File: src/verilog/wscr_pkg.sv
// Constants for the wake source control register bank.
// Assumes a 16-bit SPI frame: 7 address bits, R/W bit, 8 data bits.
// Overview of operation
// (RL1) Internal bit 7 enables cyclic timer B wake
// (RL2) Internal bit 6 enables cyclic timer A wake
// (RL3) Reserved bits always read back as zero
// (RL4) Internal bit 2 stops watchdog in stop mode
// (RL5) Global interrupt clear: only wakes raise interrupt
// (RL6) Global interrupt set: any status bit interrupts
// (RL7) Select bit clear: pins one, two wake
// (RL8) Select bit set: pins one, two never wake
// (RL9) Measurement runs only in normal mode
// (RL10) Host ignores pin one, two levels measuring
// (RL11) External bit 2 enables wake pin three
// (RL12) External bit 1 enables wake pin two
// (RL13) External bit 0 enables wake pin one
// (RL14) Host sets bus wake in bus registers
// (RL15) Fail-safe entry forces fixed wake configuration
// (RL16) Pull codes: none, down, up, automatic
// (RL17) Pull fields: pin three 5:4, two 3:2, one 1:0
// (RL18) External resets 0x07; restart clears 6,4,3
// (RL19) Stop mode ignores peak bit writes silently
// (RL20) Reserved bit writes have no effect
package wscr_pkg;
  // Register addresses
  localparam logic [6:0] ADDR_BUS_CTRL_B = 7'h05;
  localparam logic [6:0] ADDR_INT_WAKE = 7'h06;
  localparam logic [6:0] ADDR_EXT_WAKE = 7'h07;
  localparam logic [6:0] ADDR_PULL = 7'h08;
  // Field positions
  localparam int TIMER_B_EN_BIT = 7;
  localparam int TIMER_A_EN_BIT = 6;
  localparam int WDOG_STOP_OFF_BIT = 2;
  localparam int INT_GLOBAL_BIT = 7;
  localparam int MEASURE_SEL_BIT = 5;
  localparam int PIN_THREE_EN_BIT = 2;
  localparam int PIN_TWO_EN_BIT = 1;
  localparam int PIN_ONE_EN_BIT = 0;
  localparam int PEAK_THRESHOLD_BIT = 5;
  // Reset values and writable masks
  localparam logic [7:0] INT_WAKE_RESET = 8'h00;
  localparam logic [7:0] EXT_WAKE_RESET = 8'h07;
  localparam logic [7:0] PULL_RESET = 8'h00;
  localparam logic [7:0] INT_WAKE_MASK = 8'hC4;
  localparam logic [7:0] EXT_WAKE_MASK = 8'hA7;
  localparam logic [7:0] PULL_MASK = 8'h3F;
  // Restart keeps bits 7, 5, 2:0; fail-safe keeps 7, 5 and sets 2:0
  localparam logic [7:0] EXT_RESTART_KEEP = 8'hA7;
  localparam logic [7:0] EXT_FAILSAFE_KEEP = 8'hA0;
  localparam logic [7:0] EXT_FAILSAFE_SET = 8'h07;
  // Pull codes
  localparam logic [1:0] PULL_NONE = 2'h0;
  localparam logic [1:0] PULL_DOWN = 2'h1;
  localparam logic [1:0] PULL_UP = 2'h2;
  localparam logic [1:0] PULL_AUTO = 2'h3;
  localparam int PULL_FIELD_W = 2;
  localparam int WAKE_PINS = 3;
  // Wake source indices; pins one and two yield to measurement
  localparam int WAKE_SOURCES = 5;
  localparam int SRC_PIN_ONE = 0;
  localparam int SRC_PIN_TWO = 1;
  localparam int SRC_PIN_THREE = 2;
  localparam int SRC_TIMER_A = 3;
  localparam int SRC_TIMER_B = 4;
  localparam logic [4:0] MEASURE_OVERRIDE = 5'h03;
  // Frame layout
  localparam logic [4:0] HEAD_BITS = 5'h08;
  localparam logic [4:0] FRAME_BITS = 5'h10;
  localparam logic [4:0] COUNT_MAX = 5'h1F;
  // SPI frame states
  typedef enum logic [2:0] {
    SPI_IDLE = 3'h1,
    SPI_HEAD = 3'h2,
    SPI_BODY = 3'h4
  } wscr_spi_e;
endpackage

File: src/verilog/wscr_wake_if.sv
// Interface between the register bank and the wake source gate.
// Assumes both ends sit in the ref_clk domain.
`timescale 1ns/1ps
interface wscr_wake_if;
  logic [4:0] sourceEnable;
  logic [4:0] sourceEvent;
  logic measureSelect;
  logic wakeAny;
  modport gate (
    input sourceEnable,
    input sourceEvent,
    input measureSelect,
    output wakeAny
  );
  modport bank (
    output sourceEnable,
    output sourceEvent,
    output measureSelect,
    input wakeAny
  );
endinterface

File: src/verilog/wscr_wake_gate.sv
// Combines filtered wake events with their enables.
// Assumes events are single-cycle pulses already filtered upstream.
`timescale 1ns/1ps
module wscr_wake_gate (
  wscr_wake_if.gate wakeBus
);
  logic [4:0] sourceHit;

  // One gate per source; measurement masks pins one and two
  genvar i;
  generate
    for (i = 0; i < wscr_pkg::WAKE_SOURCES; i++) begin : g_src
      assign sourceHit[i] = wakeBus.sourceEvent[i] & wakeBus.sourceEnable[i]
        & ~(wakeBus.measureSelect & wscr_pkg::MEASURE_OVERRIDE[i]); // RL8
    end
  endgenerate

  assign wakeBus.wakeAny = |sourceHit; // RL7
endmodule

File: src/verilog/wscr_pull_decode.sv
// Decodes the wake pin pull field into resistor controls.
// Assumes the analog pad acts on these levels directly.
`timescale 1ns/1ps
module wscr_pull_decode (
  input wire logic ref_clk,
  input wire logic reset_n,
  input wire logic [5:0] pullField,
  output logic [2:0] pullUpEn,
  output logic [2:0] pullDownEn,
  output logic [2:0] pullAutoEn
);
  // One decoder per pin; registered so pads see no glitches
  genvar p;
  generate
    for (p = 0; p < wscr_pkg::WAKE_PINS; p++) begin : g_pin
      logic [1:0] code;
      assign code = pullField[p*wscr_pkg::PULL_FIELD_W +: wscr_pkg::PULL_FIELD_W]; // RL17
      always_ff @(posedge ref_clk or negedge reset_n) begin
        if (!reset_n) begin
          pullUpEn[p] <= 1'b0;
          pullDownEn[p] <= 1'b0;
          pullAutoEn[p] <= 1'b0;
        end else begin
          pullUpEn[p] <= (code == wscr_pkg::PULL_UP); // RL16
          pullDownEn[p] <= (code == wscr_pkg::PULL_DOWN); // RL16
          pullAutoEn[p] <= (code == wscr_pkg::PULL_AUTO); // RL16
        end
      end
    end
  endgenerate
endmodule

File: src/verilog/wscr_top.sv
// Wake source control register bank with its 16-bit SPI slave.
// Assumes SPI pins and mode inputs are synchronous to ref_clk.
`timescale 1ns/1ps
module wscr_top (
  input wire logic ref_clk,
  input wire logic reset_n,
  input wire logic spiCsN,
  input wire logic spiSclk,
  input wire logic spiSdi,
  input wire logic softReset,
  input wire logic restartEntry,
  input wire logic failSafeEntry,
  input wire logic stopMode,
  input wire logic normalMode,
  input wire logic timerAEvent,
  input wire logic timerBEvent,
  input wire logic pinOneEvent,
  input wire logic pinTwoEvent,
  input wire logic pinThreeEvent,
  input wire logic statusBitSet,
  output logic spiSdo,
  output logic spiSdoEn,
  output logic spiFail,
  output logic wakeEvent,
  output logic intRequest,
  output logic watchdogStopHalt,
  output logic measureActive,
  output logic busCtrlForce,
  output logic peakThreshold,
  output logic [2:0] pullUpEn,
  output logic [2:0] pullDownEn,
  output logic [2:0] pullAutoEn
);
  wscr_pkg::wscr_spi_e state_reg;
  logic [7:0] intWake_reg;
  logic [7:0] extWake_reg;
  logic [7:0] pullCtl_reg;
  logic [15:0] shiftIn_reg;
  logic [7:0] outShift_reg;
  logic [4:0] bitCount_reg;
  logic [6:0] addr_reg;
  logic writeFlag_reg;
  logic sclkPrev_reg;
  logic csnPrev_reg;
  logic sclkRise;
  logic sclkFall;
  logic csnFall;
  logic csnRise;
  logic frameOk;
  logic commit;
  logic headDone;
  logic [7:0] header;
  logic [7:0] readData;
  logic [7:0] writeData;

  wscr_wake_if wakeBus ();

  // Edge detection on the sampled SPI pins
  assign sclkRise = spiSclk & ~sclkPrev_reg;
  assign sclkFall = ~spiSclk & sclkPrev_reg;
  assign csnFall = csnPrev_reg & ~spiCsN;
  assign csnRise = ~csnPrev_reg & spiCsN;
  assign header = {shiftIn_reg[6:0], spiSdi};
  assign headDone = sclkRise && (state_reg == wscr_pkg::SPI_HEAD)
    && (bitCount_reg == wscr_pkg::HEAD_BITS - 5'h01);
  assign frameOk = (bitCount_reg == wscr_pkg::FRAME_BITS);
  assign commit = csnRise && (state_reg == wscr_pkg::SPI_BODY) && frameOk && writeFlag_reg;
  assign writeData = shiftIn_reg[7:0];

  always_ff @(posedge ref_clk or negedge reset_n) begin
    if (!reset_n) begin
      sclkPrev_reg <= 1'b0;
      csnPrev_reg <= 1'b1;
    end else begin
      sclkPrev_reg <= spiSclk;
      csnPrev_reg <= spiCsN;
    end
  end

  // Frame state: header byte, then data byte
  always_ff @(posedge ref_clk or negedge reset_n) begin
    if (!reset_n) begin
      state_reg <= wscr_pkg::SPI_IDLE;
    end else if (spiCsN) begin
      state_reg <= wscr_pkg::SPI_IDLE;
    end else begin
      unique case (state_reg)
        wscr_pkg::SPI_IDLE: begin
          if (csnFall) begin
            state_reg <= wscr_pkg::SPI_HEAD;
          end
        end
        wscr_pkg::SPI_HEAD: begin
          if (headDone) begin
            state_reg <= wscr_pkg::SPI_BODY;
          end
        end
        wscr_pkg::SPI_BODY: begin
          state_reg <= wscr_pkg::SPI_BODY;
        end
      endcase
    end
  end

  // Bit counter saturates so overlong frames still count as bad
  always_ff @(posedge ref_clk or negedge reset_n) begin
    if (!reset_n) begin
      bitCount_reg <= 5'h00;
      shiftIn_reg <= 16'h0000;
    end else if (csnFall) begin
      bitCount_reg <= 5'h00;
    end else if (sclkRise && !spiCsN) begin
      shiftIn_reg <= {shiftIn_reg[14:0], spiSdi};
      if (bitCount_reg != wscr_pkg::COUNT_MAX) begin
        bitCount_reg <= bitCount_reg + 5'h01;
      end
    end
  end

  // Latch address and direction at the end of the header
  always_ff @(posedge ref_clk or negedge reset_n) begin
    if (!reset_n) begin
      addr_reg <= 7'h00;
      writeFlag_reg <= 1'b0;
    end else if (headDone) begin
      addr_reg <= header[7:1];
      writeFlag_reg <= header[0];
    end
  end

  // Read mux; stored bits are masked so reserved bits read zero
  always_comb begin
    unique case (header[7:1])
      wscr_pkg::ADDR_INT_WAKE: readData = intWake_reg & wscr_pkg::INT_WAKE_MASK; // RL3
      wscr_pkg::ADDR_EXT_WAKE: readData = extWake_reg & wscr_pkg::EXT_WAKE_MASK; // RL3
      wscr_pkg::ADDR_PULL: readData = pullCtl_reg & wscr_pkg::PULL_MASK; // RL3
      default: readData = 8'h00;
    endcase
  end

  // Serial out: first data bit at header end, rest on falling SCLK
  always_ff @(posedge ref_clk or negedge reset_n) begin
    if (!reset_n) begin
      outShift_reg <= 8'h00;
      spiSdo <= 1'b0;
      spiSdoEn <= 1'b0;
    end else begin
      spiSdoEn <= ~spiCsN;
      if (spiCsN) begin
        spiSdo <= 1'b0;
      end else if (headDone) begin
        spiSdo <= readData[7];
        outShift_reg <= {readData[6:0], 1'b0};
      end else if (sclkFall && state_reg == wscr_pkg::SPI_BODY
                   && bitCount_reg != wscr_pkg::HEAD_BITS) begin
        spiSdo <= outShift_reg[7];
        outShift_reg <= {outShift_reg[6:0], 1'b0};
      end
    end
  end

  // Frame length error flag, one cycle
  always_ff @(posedge ref_clk or negedge reset_n) begin
    if (!reset_n) begin
      spiFail <= 1'b0;
    end else begin
      spiFail <= csnRise && (state_reg != wscr_pkg::SPI_IDLE) && !frameOk;
    end
  end

  // Internal wake control; restart leaves it alone
  always_ff @(posedge ref_clk or negedge reset_n) begin
    if (!reset_n) begin
      intWake_reg <= wscr_pkg::INT_WAKE_RESET;
    end else if (softReset) begin
      intWake_reg <= wscr_pkg::INT_WAKE_RESET;
    end else if (commit && addr_reg == wscr_pkg::ADDR_INT_WAKE) begin
      intWake_reg <= writeData & wscr_pkg::INT_WAKE_MASK; // RL20
    end
  end

  // External wake control; fail-safe outranks soft reset, restart and writes
  always_ff @(posedge ref_clk or negedge reset_n) begin
    if (!reset_n) begin
      extWake_reg <= wscr_pkg::EXT_WAKE_RESET; // RL18
    end else if (failSafeEntry) begin
      extWake_reg <= (extWake_reg & wscr_pkg::EXT_FAILSAFE_KEEP)
        | wscr_pkg::EXT_FAILSAFE_SET; // RL15
    end else if (softReset) begin
      extWake_reg <= wscr_pkg::EXT_WAKE_RESET; // RL18
    end else if (restartEntry) begin
      extWake_reg <= extWake_reg & wscr_pkg::EXT_RESTART_KEEP; // RL18
    end else if (commit && addr_reg == wscr_pkg::ADDR_EXT_WAKE) begin
      extWake_reg <= writeData & wscr_pkg::EXT_WAKE_MASK; // RL20
    end
  end

  // Pull control; kept through restart since reserved bits are zero
  always_ff @(posedge ref_clk or negedge reset_n) begin
    if (!reset_n) begin
      pullCtl_reg <= wscr_pkg::PULL_RESET;
    end else if (softReset) begin
      pullCtl_reg <= wscr_pkg::PULL_RESET;
    end else if (commit && addr_reg == wscr_pkg::ADDR_PULL) begin
      pullCtl_reg <= writeData & wscr_pkg::PULL_MASK; // RL20
    end
  end

  // Peak threshold: read-only in stop mode, with no fail flag
  always_ff @(posedge ref_clk or negedge reset_n) begin
    if (!reset_n) begin
      peakThreshold <= 1'b0;
    end else if (failSafeEntry || softReset) begin
      peakThreshold <= 1'b0; // RL15
    end else if (commit && addr_reg == wscr_pkg::ADDR_BUS_CTRL_B && !stopMode) begin
      peakThreshold <= writeData[wscr_pkg::PEAK_THRESHOLD_BIT]; // RL19
    end
  end

  // Tell bus control logic to load its wake patterns
  always_ff @(posedge ref_clk or negedge reset_n) begin
    if (!reset_n) begin
      busCtrlForce <= 1'b0;
    end else begin
      busCtrlForce <= failSafeEntry; // RL15
    end
  end

  // Wake source gating
  assign wakeBus.sourceEnable = {
    intWake_reg[wscr_pkg::TIMER_B_EN_BIT], // RL1
    intWake_reg[wscr_pkg::TIMER_A_EN_BIT], // RL2
    extWake_reg[wscr_pkg::PIN_THREE_EN_BIT], // RL11
    extWake_reg[wscr_pkg::PIN_TWO_EN_BIT], // RL12
    extWake_reg[wscr_pkg::PIN_ONE_EN_BIT] // RL13
  };
  assign wakeBus.sourceEvent = {timerBEvent, timerAEvent, pinThreeEvent, pinTwoEvent,
    pinOneEvent};
  assign wakeBus.measureSelect = extWake_reg[wscr_pkg::MEASURE_SEL_BIT];

  wscr_wake_gate u_gate (
    .wakeBus(wakeBus.gate)
  );

  // Wake, interrupt and mode outputs, all registered
  always_ff @(posedge ref_clk or negedge reset_n) begin
    if (!reset_n) begin
      wakeEvent <= 1'b0;
      intRequest <= 1'b0;
      watchdogStopHalt <= 1'b0;
      measureActive <= 1'b0;
    end else begin
      wakeEvent <= wakeBus.wakeAny;
      intRequest <= wakeBus.wakeAny
        | (extWake_reg[wscr_pkg::INT_GLOBAL_BIT] & statusBitSet); // RL5 RL6
      watchdogStopHalt <= stopMode & intWake_reg[wscr_pkg::WDOG_STOP_OFF_BIT]; // RL4
      measureActive <= normalMode & extWake_reg[wscr_pkg::MEASURE_SEL_BIT]; // RL9
    end
  end

  wscr_pull_decode u_pull (
    .ref_clk(ref_clk),
    .reset_n(reset_n),
    .pullField(pullCtl_reg[5:0]),
    .pullUpEn(pullUpEn),
    .pullDownEn(pullDownEn),
    .pullAutoEn(pullAutoEn)
  );

  logic otherEvents;
  assign otherEvents = pinOneEvent | pinTwoEvent | pinThreeEvent | timerAEvent | timerBEvent;
endmodule

File: config.mk
export PLATFORM = sky130hd
export DESIGN_NAME = wscr_top
export DESIGN_NICKNAME = d
export VERILOG_FILES = /design/src/verilog/wscr_pkg.sv /design/src/verilog/wscr_wake_if.sv /design/src/verilog/wscr_wake_gate.sv /design/src/verilog/wscr_pull_decode.sv /design/src/verilog/wscr_top.sv
export SDC_FILE = /design/constraint.sdc
export NUM_CORES = 1
export LEC_CHECK = 0
export ABC_AREA = 1
export ABC_CLOCK_PERIOD_IN_PS = 1350
export BUFFER_PORTS_ARGS = -buffer_cell sky130_fd_sc_hd__buf_4
export CAP_MARGIN = 10
export CORE_MARGIN = 3
export CORE_UTILIZATION = 35
export DETAILED_ROUTE_END_ITERATION = 12
export SYNTH_ARGS = -nofsm -noshare
export SYNTH_HDL_FRONTEND = slang
export SYNTH_SLANG_ARGS = --single-unit
File: constraint.sdc
create_clock -name ref_clk -period 1.35 [get_ports ref_clk]
set_input_delay 0.135 -clock ref_clk [delete_from_list [all_inputs] [get_ports ref_clk]]
set_output_delay 0.135 -clock ref_clk [all_outputs]
set_load 0.01 [all_outputs]
* Word level (Yosys, flattened, before mapping)
Cells that the tools add are included. W data, S select, Z words.
Storage, ports and cells: register bits 71, output and inout port bits 18, logic and storage cells 139
Cells by class: add/subtract/negate cells 1, equal/unequal tests 28, multiplexer cells 23, bitwise operators 22, reductions and logical operators 35
Operators by type and width (count):
- $mux W8 | 7
- $eq A7 B3 Y1 const B | 5
- $pmux W8 S3 | 1
- $logic_and A1 B1 Y1 | 15
- $mux W5 | 3
- $and A1 B1 Y1 | 14
- $eq A7 B4 Y1 const B | 2
- $reduce_bool A2 Y1 | 7
- $eq A2 B2 Y1 const B | 6
- $mux W3 | 4
- $mux W6 | 2
- $reduce_and A2 Y1 | 5
- $pmux W3 S3 | 1
- $not A1 Y1 | 7
- $eq A2 B1 Y1 const B | 3
- $ne A3 B3 Y1 const B | 2
- $reduce_bool A3 Y1 | 2
- $add A5 B1 Y5 const B | 1
- $eq A5 B3 Y1 const B | 1
- $eq A5 B5 Y1 const B | 1
- $mux W1 | 5
- $ne A5 B4 Y1 const B | 1
- $ne A5 B5 Y1 const B | 1
- $reduce_or A5 Y1 | 1
- other kinds (10) | 12

* Longest topological paths before layout
word-level depth 10, mapped depth 10, mapped depth without buffers 9

* By module
From an unflattened synthesis, not the netlist that was laid out.
Second synthesis, totals: cell total of the unflattened synthesis 370, area, all modules 3011.6 µm²
Modules (own cells, without submodules):
- wscr_top | instances 1, cells each 331, area an instance 2671.3 µm², seq. area each 1407.6 µm²
- wscr_pull_decode | instances 1, cells each 27, area an instance 292.8 µm², seq. area each 225.2 µm²
- wscr_wake_gate | instances 1, cells each 12, area an instance 47.5 µm², seq. area each 0.0 µm²

* Least setup slack after synthesis
Ideal clock, no wire load.
kind register to register, start reg bitCount_reg[0], end reg intWake_reg[2], library setup time 0.118 ns, data arrival time 1.348 ns, required time 1.232 ns, path slack -0.116 ns, cell stages (with the launch flop) 10, period minus slack after synthesis 1.466 ns, path through dfrtp_1 > inv_1 > ha_1 > nand2_1 > nor3_2 > nand3_1 > nor2_1 > inv_1 > nand3_1 > nand2_1
On the way: word-level cells in the longest chain between the ends 5
Ends and longest elaborated chain:
- start: declaration | RTL line wscr_top.sv:40 | logic [4:0] bitCount_reg;
- start signal: assignment | RTL line wscr_top.sv:115 | bitCount_reg <= bitCount_reg + 5'h01;
- $eq A5 B5 Y1 | RTL line wscr_top.sv:66 | assign frameOk = (bitCount_reg == wscr_pkg::FRAME_BITS);
- $logic_and A1 B1 Y1 (2 in a row) | RTL line wscr_top.sv:67 | assign commit = csnRise && (state_reg == wscr_pkg::SPI_BODY) && frameOk && writeFlag_reg;
- $logic_and A1 B1 Y1 | RTL line wscr_top.sv:177 | end else if (commit && addr_reg == wscr_pkg::ADDR_INT_WAKE) begin
- $reduce_bool A2 Y1 (no line)
- end signal: assignment | RTL line wscr_top.sv:174 | intWake_reg <= wscr_pkg::INT_WAKE_RESET;
- end signal: assignment | RTL line wscr_top.sv:176 | intWake_reg <= wscr_pkg::INT_WAKE_RESET;
- end signal: assignment | RTL line wscr_top.sv:178 | intWake_reg <= writeData & wscr_pkg::INT_WAKE_MASK;
- end: declaration | RTL line wscr_top.sv:35 | logic [7:0] intWake_reg;
Every way passes these cells. A chain may end at the register's enable or synchronous reset.

* Worst setup path after layout
start reg bitCount_reg[1], end reg pullCtl_reg[0]
On the way: word-level cells in the longest chain between the ends 5
Ends and longest elaborated chain:
- $eq A5 B5 Y1 | RTL line wscr_top.sv:66
- $logic_and A1 B1 Y1 (2 in a row) | RTL line wscr_top.sv:67
- $logic_and A1 B1 Y1 | RTL line wscr_top.sv:204 | end else if (commit && addr_reg == wscr_pkg::ADDR_PULL) begin
- $reduce_bool A2 Y1 (no line)
- end signal: assignment | RTL line wscr_top.sv:201 | pullCtl_reg <= wscr_pkg::PULL_RESET;
- end signal: assignment | RTL line wscr_top.sv:203 | pullCtl_reg <= wscr_pkg::PULL_RESET;
- end signal: assignment | RTL line wscr_top.sv:205 | pullCtl_reg <= writeData & wscr_pkg::PULL_MASK;
- end: declaration | RTL line wscr_top.sv:37 | logic [7:0] pullCtl_reg;
Every way passes these cells.

==> impl_metrics.csv <==
group,metric,value,unit
outcome,status,"complete, but fails checks",
outcome,violations,"setup timing",
critical_path,r2r_start,"bitCount_reg[1]",
cts,cts_sinks,65,
synth,synthesis.nets,372,
critical_path,r2r_end,"pullCtl_reg[0]",
grt,grt.busiest_layer,"met2",
cts,cts_tree,"done",
grt,use_met2,23.50,%
drt,wire_per_inst,12.91,µm
placement,port_buffers,33,
placement,place.gp.congestion,0.8013,
floorplanning,fp.dieW,98.40,µm
grt,grt_util_met3,3.071,%
grt,grt.total_usage,15.09,%
drt,dr.pass1.iters,4,
grt,overflow,0,
power_and_ir_drop,p_leak,2.081,nW
drt,drt-total-wl,7165,µm
sta,setup_viol,38,
critical_path,path_cells,"inv_2 > ha_4 > nand2_4 > nor3_4 > nand3_2 > nor3_4 > nand3_1 > nand2_1",
worst_hold_path,min_path_cells,3,
grt,first_global_vias,2406,
synth,yosysWarnings,0,
floorplanning,start_util,36.18,%
sta,rsz0062_at_grt,"yes",
synth,synthCells,353,
placement,post_dp_cell_area,0.003715,mm²
sta,finalCritPeriodShare,112.0,%
cts,cts_made_buffers,9,
layout,drive_gt1_share,32.89,%
power_and_ir_drop,p_total,4.839,mW
layout,postLayoutCellArea,0.004170,mm²
floorplanning,die_h,98.40,µm
layout,diodes,0,
worst_hold_path,hold_path.startpoint,"statusBitSet",
critical_path,end_kind,"flip-flop",
cts,root_buffer,"clkbuf_8",
critical_path,worstPathArrival,1.80,ns
critical_path,worstSetupPathType,"reg -> reg",
drt,drc,0,
floorplanning,rows,33,
critical_path,path_max_fanout,6,
worst_hold_path,hold_class,"in -> reg",
layout,area_growth,39.57,%
sta,setup_ws,-0.1621,ns
power_and_ir_drop,power.density,1160,mW/mm²
critical_path,r2r_setup_slack,-0.16,ns
critical_path,worstRegToRegCells,8,
drt,vias,2645,
critical_path,critPathSlowestCell,"dfrtp_1",
cts,clock_path_buffers,2,
flow_run,cap_viol_max_count,0,
synth,synth-edff-count,0,
drt,viasPerCell,4.766,
grt,antenna_found_initial,0,
worst_hold_path,hold_end,"intRequest",
placement,dp_slack,-0.2013,ns
synth,synthDistinctLibCells,32,
grt,grt_max_degree,34,
synth,synthesis.area,0.002988,mm²
cts,path_clk_slew,0.08,ns
grt,grt_pass1_wl,11580,µm
power_and_ir_drop,max-vdd-ir-drop,0.5215,mV
synth,ys_seq_area_share,54.65,%
sta,fin_crit,1.512,ns
floorplanning,dieArea,0.009682,mm²
drt,drt_iter0_markers,155,
layout,largest_reg_flops,8,
synth,asyncSetResetFlopFracSynth,100.0,%
floorplanning,core_area,0.008258,mm²
synth,syn_avg_cell_area,8.464,µm²
synth,yosysMostFrequentCell,"nand2_1",
grt,use_met1,20.48,%
synth,netlist_top_cells_area,"dfrtp_1 (50%), nand2_1 (12%), nand3_1 (8.4%), inv_1 (5.2%), o21ai_0 (4.9%)",
synth,synth_top_cell_by_area,"dfrtp_1",
synth,yosys-top-cells-count,"nand2_1 (98), dfrtp_1 (60), nand3_1 (50), inv_1 (41), o21ai_0 (29)",
synth,synth_ff_type,"dfrtp_1",
sta,report.final.hold_viol_count,0,
sta,tightest_slew,0.6002,ns
critical_path,required,1.63,ns
critical_path,start_kind,"flip-flop",
sta,max_freq,0.6613,GHz
floorplanning,pin_count,34,
synth,yosys.area.top_type_share,50.25,%
sta,skew,0.007921,ns
cts,htree_levels,3,
cts,insertion_delay,0.34,ns
sta,maxSlewViolCount,0,
critical_path,cpMostUsedCell,"nor3_4",
drt,ant_nets,0,
layout,final_nets,464,
layout,fill_cells,796,
sta,maxSlewHeadroom,59.84,%
sta,fin_tns_setup,-3.008,ns
critical_path,slowest_delay,0.41,ns
synth,synth-seq-cells,65,
placement,dpl.hpwl,5117,µm
## per-stage QoR
stage	std cells	hold WS (ns)	utilization [%]
6_report	555	0.01360	50.50
2_1_floorplan	353	-0.1606	-
3_5_place_dp	526	0.04768	44.98
5_1_grt	555	0.01491	50.50
3_3_place_gp	526	0.04892	44.98
4_1_cts	551	0.001335	49.20
## kinds of logic (layout without fill, tap and decap cells)
group	Yosys count	in the layout	share of synthesized area, %
adder cells (fa/ha/maj)	3	3	1.256
buffers and inverters	52	147	7.370
AO/OA/AOI/OAI	39	40	7.328
AND/OR/NAND/NOR	193	194	29.10
XOR/XNOR	1	1	0.2932
flip-flops	65	65	54.65
## layout make-up
class,instances,area (µm²),share of cell area (%)
clock inverter,5,53.80,1.290
tap,105,131.4,3.150
inverter,46,176.4,4.230
multi-input combinational,238,1315,31.53
timing repair buffer,85,706.9,16.95
sequential,65,1635,39.21
clock buffer,11,151.4,3.630
## power breakdown
group	internal, mW	switching [mW]	total (mW)
registers	2.07	0.111	2.18
clock network	0.947	0.765	1.71
logic	0.479	0.469	0.948
total	3.49	1.34	4.84
## per-layer routing
layer | share of wire, % | vias to the layer above
met4 | 2.2 | 0
li1 | - | 1334
met3 | 3.3 | 11
met2 | 48 | 43
met1 | 46 | 1257
met5 | 0 | -
## worst max-delay path by stage
stage,start,to,slack (ns),cells past startpoint
after CTS,bitCount_reg[1],extWake_reg[7],-0.14,9
after global routing,bitCount_reg[1],pullCtl_reg[0],-0.26,8
after floorplan,bitCount_reg[1],pullCtl_reg[1],-0.07,8
final,bitCount_reg[1],pullCtl_reg[0],-0.16,8
after global placement,bitCount_reg[1],pullCtl_reg[1],-0.18,8
after detailed placement,bitCount_reg[1],pullCtl_reg[2],-0.20,8
## critical path, delay by kind of cell, from the launching register on
family	cells	cell delay (ns)
and+or+nand+nor	6	0.83
DFF	1	0.41
adders and majority gates	1	0.14
buffers and inverters	1	0.09
## placed cells by master (no fill, tap or decap), drive strengths merged
master,n
o31ai,1
a21o,1
o21ai,33
nor3,7
dfstp,5
nor3b,2
buf,80
a21oi,1
nor2,24
or2,2
inv,44
a22o,1
bufinv,1
clkbuf,11
nand4,4
nand3,52
nand3b,2
nand2,101
o211ai,3
dlygate4sd3,5
xor2,1
ha,3
clkinv,6
dfrtp,60
## repair_timing
item | 4_1_cts | 5_1_grt
cloned | 2 | 0
setup buffers | 2 | 4
hold endpoints to repair | 55 | 0
resized for setup | 22 | 22
hold buffers | 5 | 0
pin swaps | 9 | 7
endpoints found under the setup margin | 38 | 38
No activity file was read; power rests on OpenSTA's default activity.
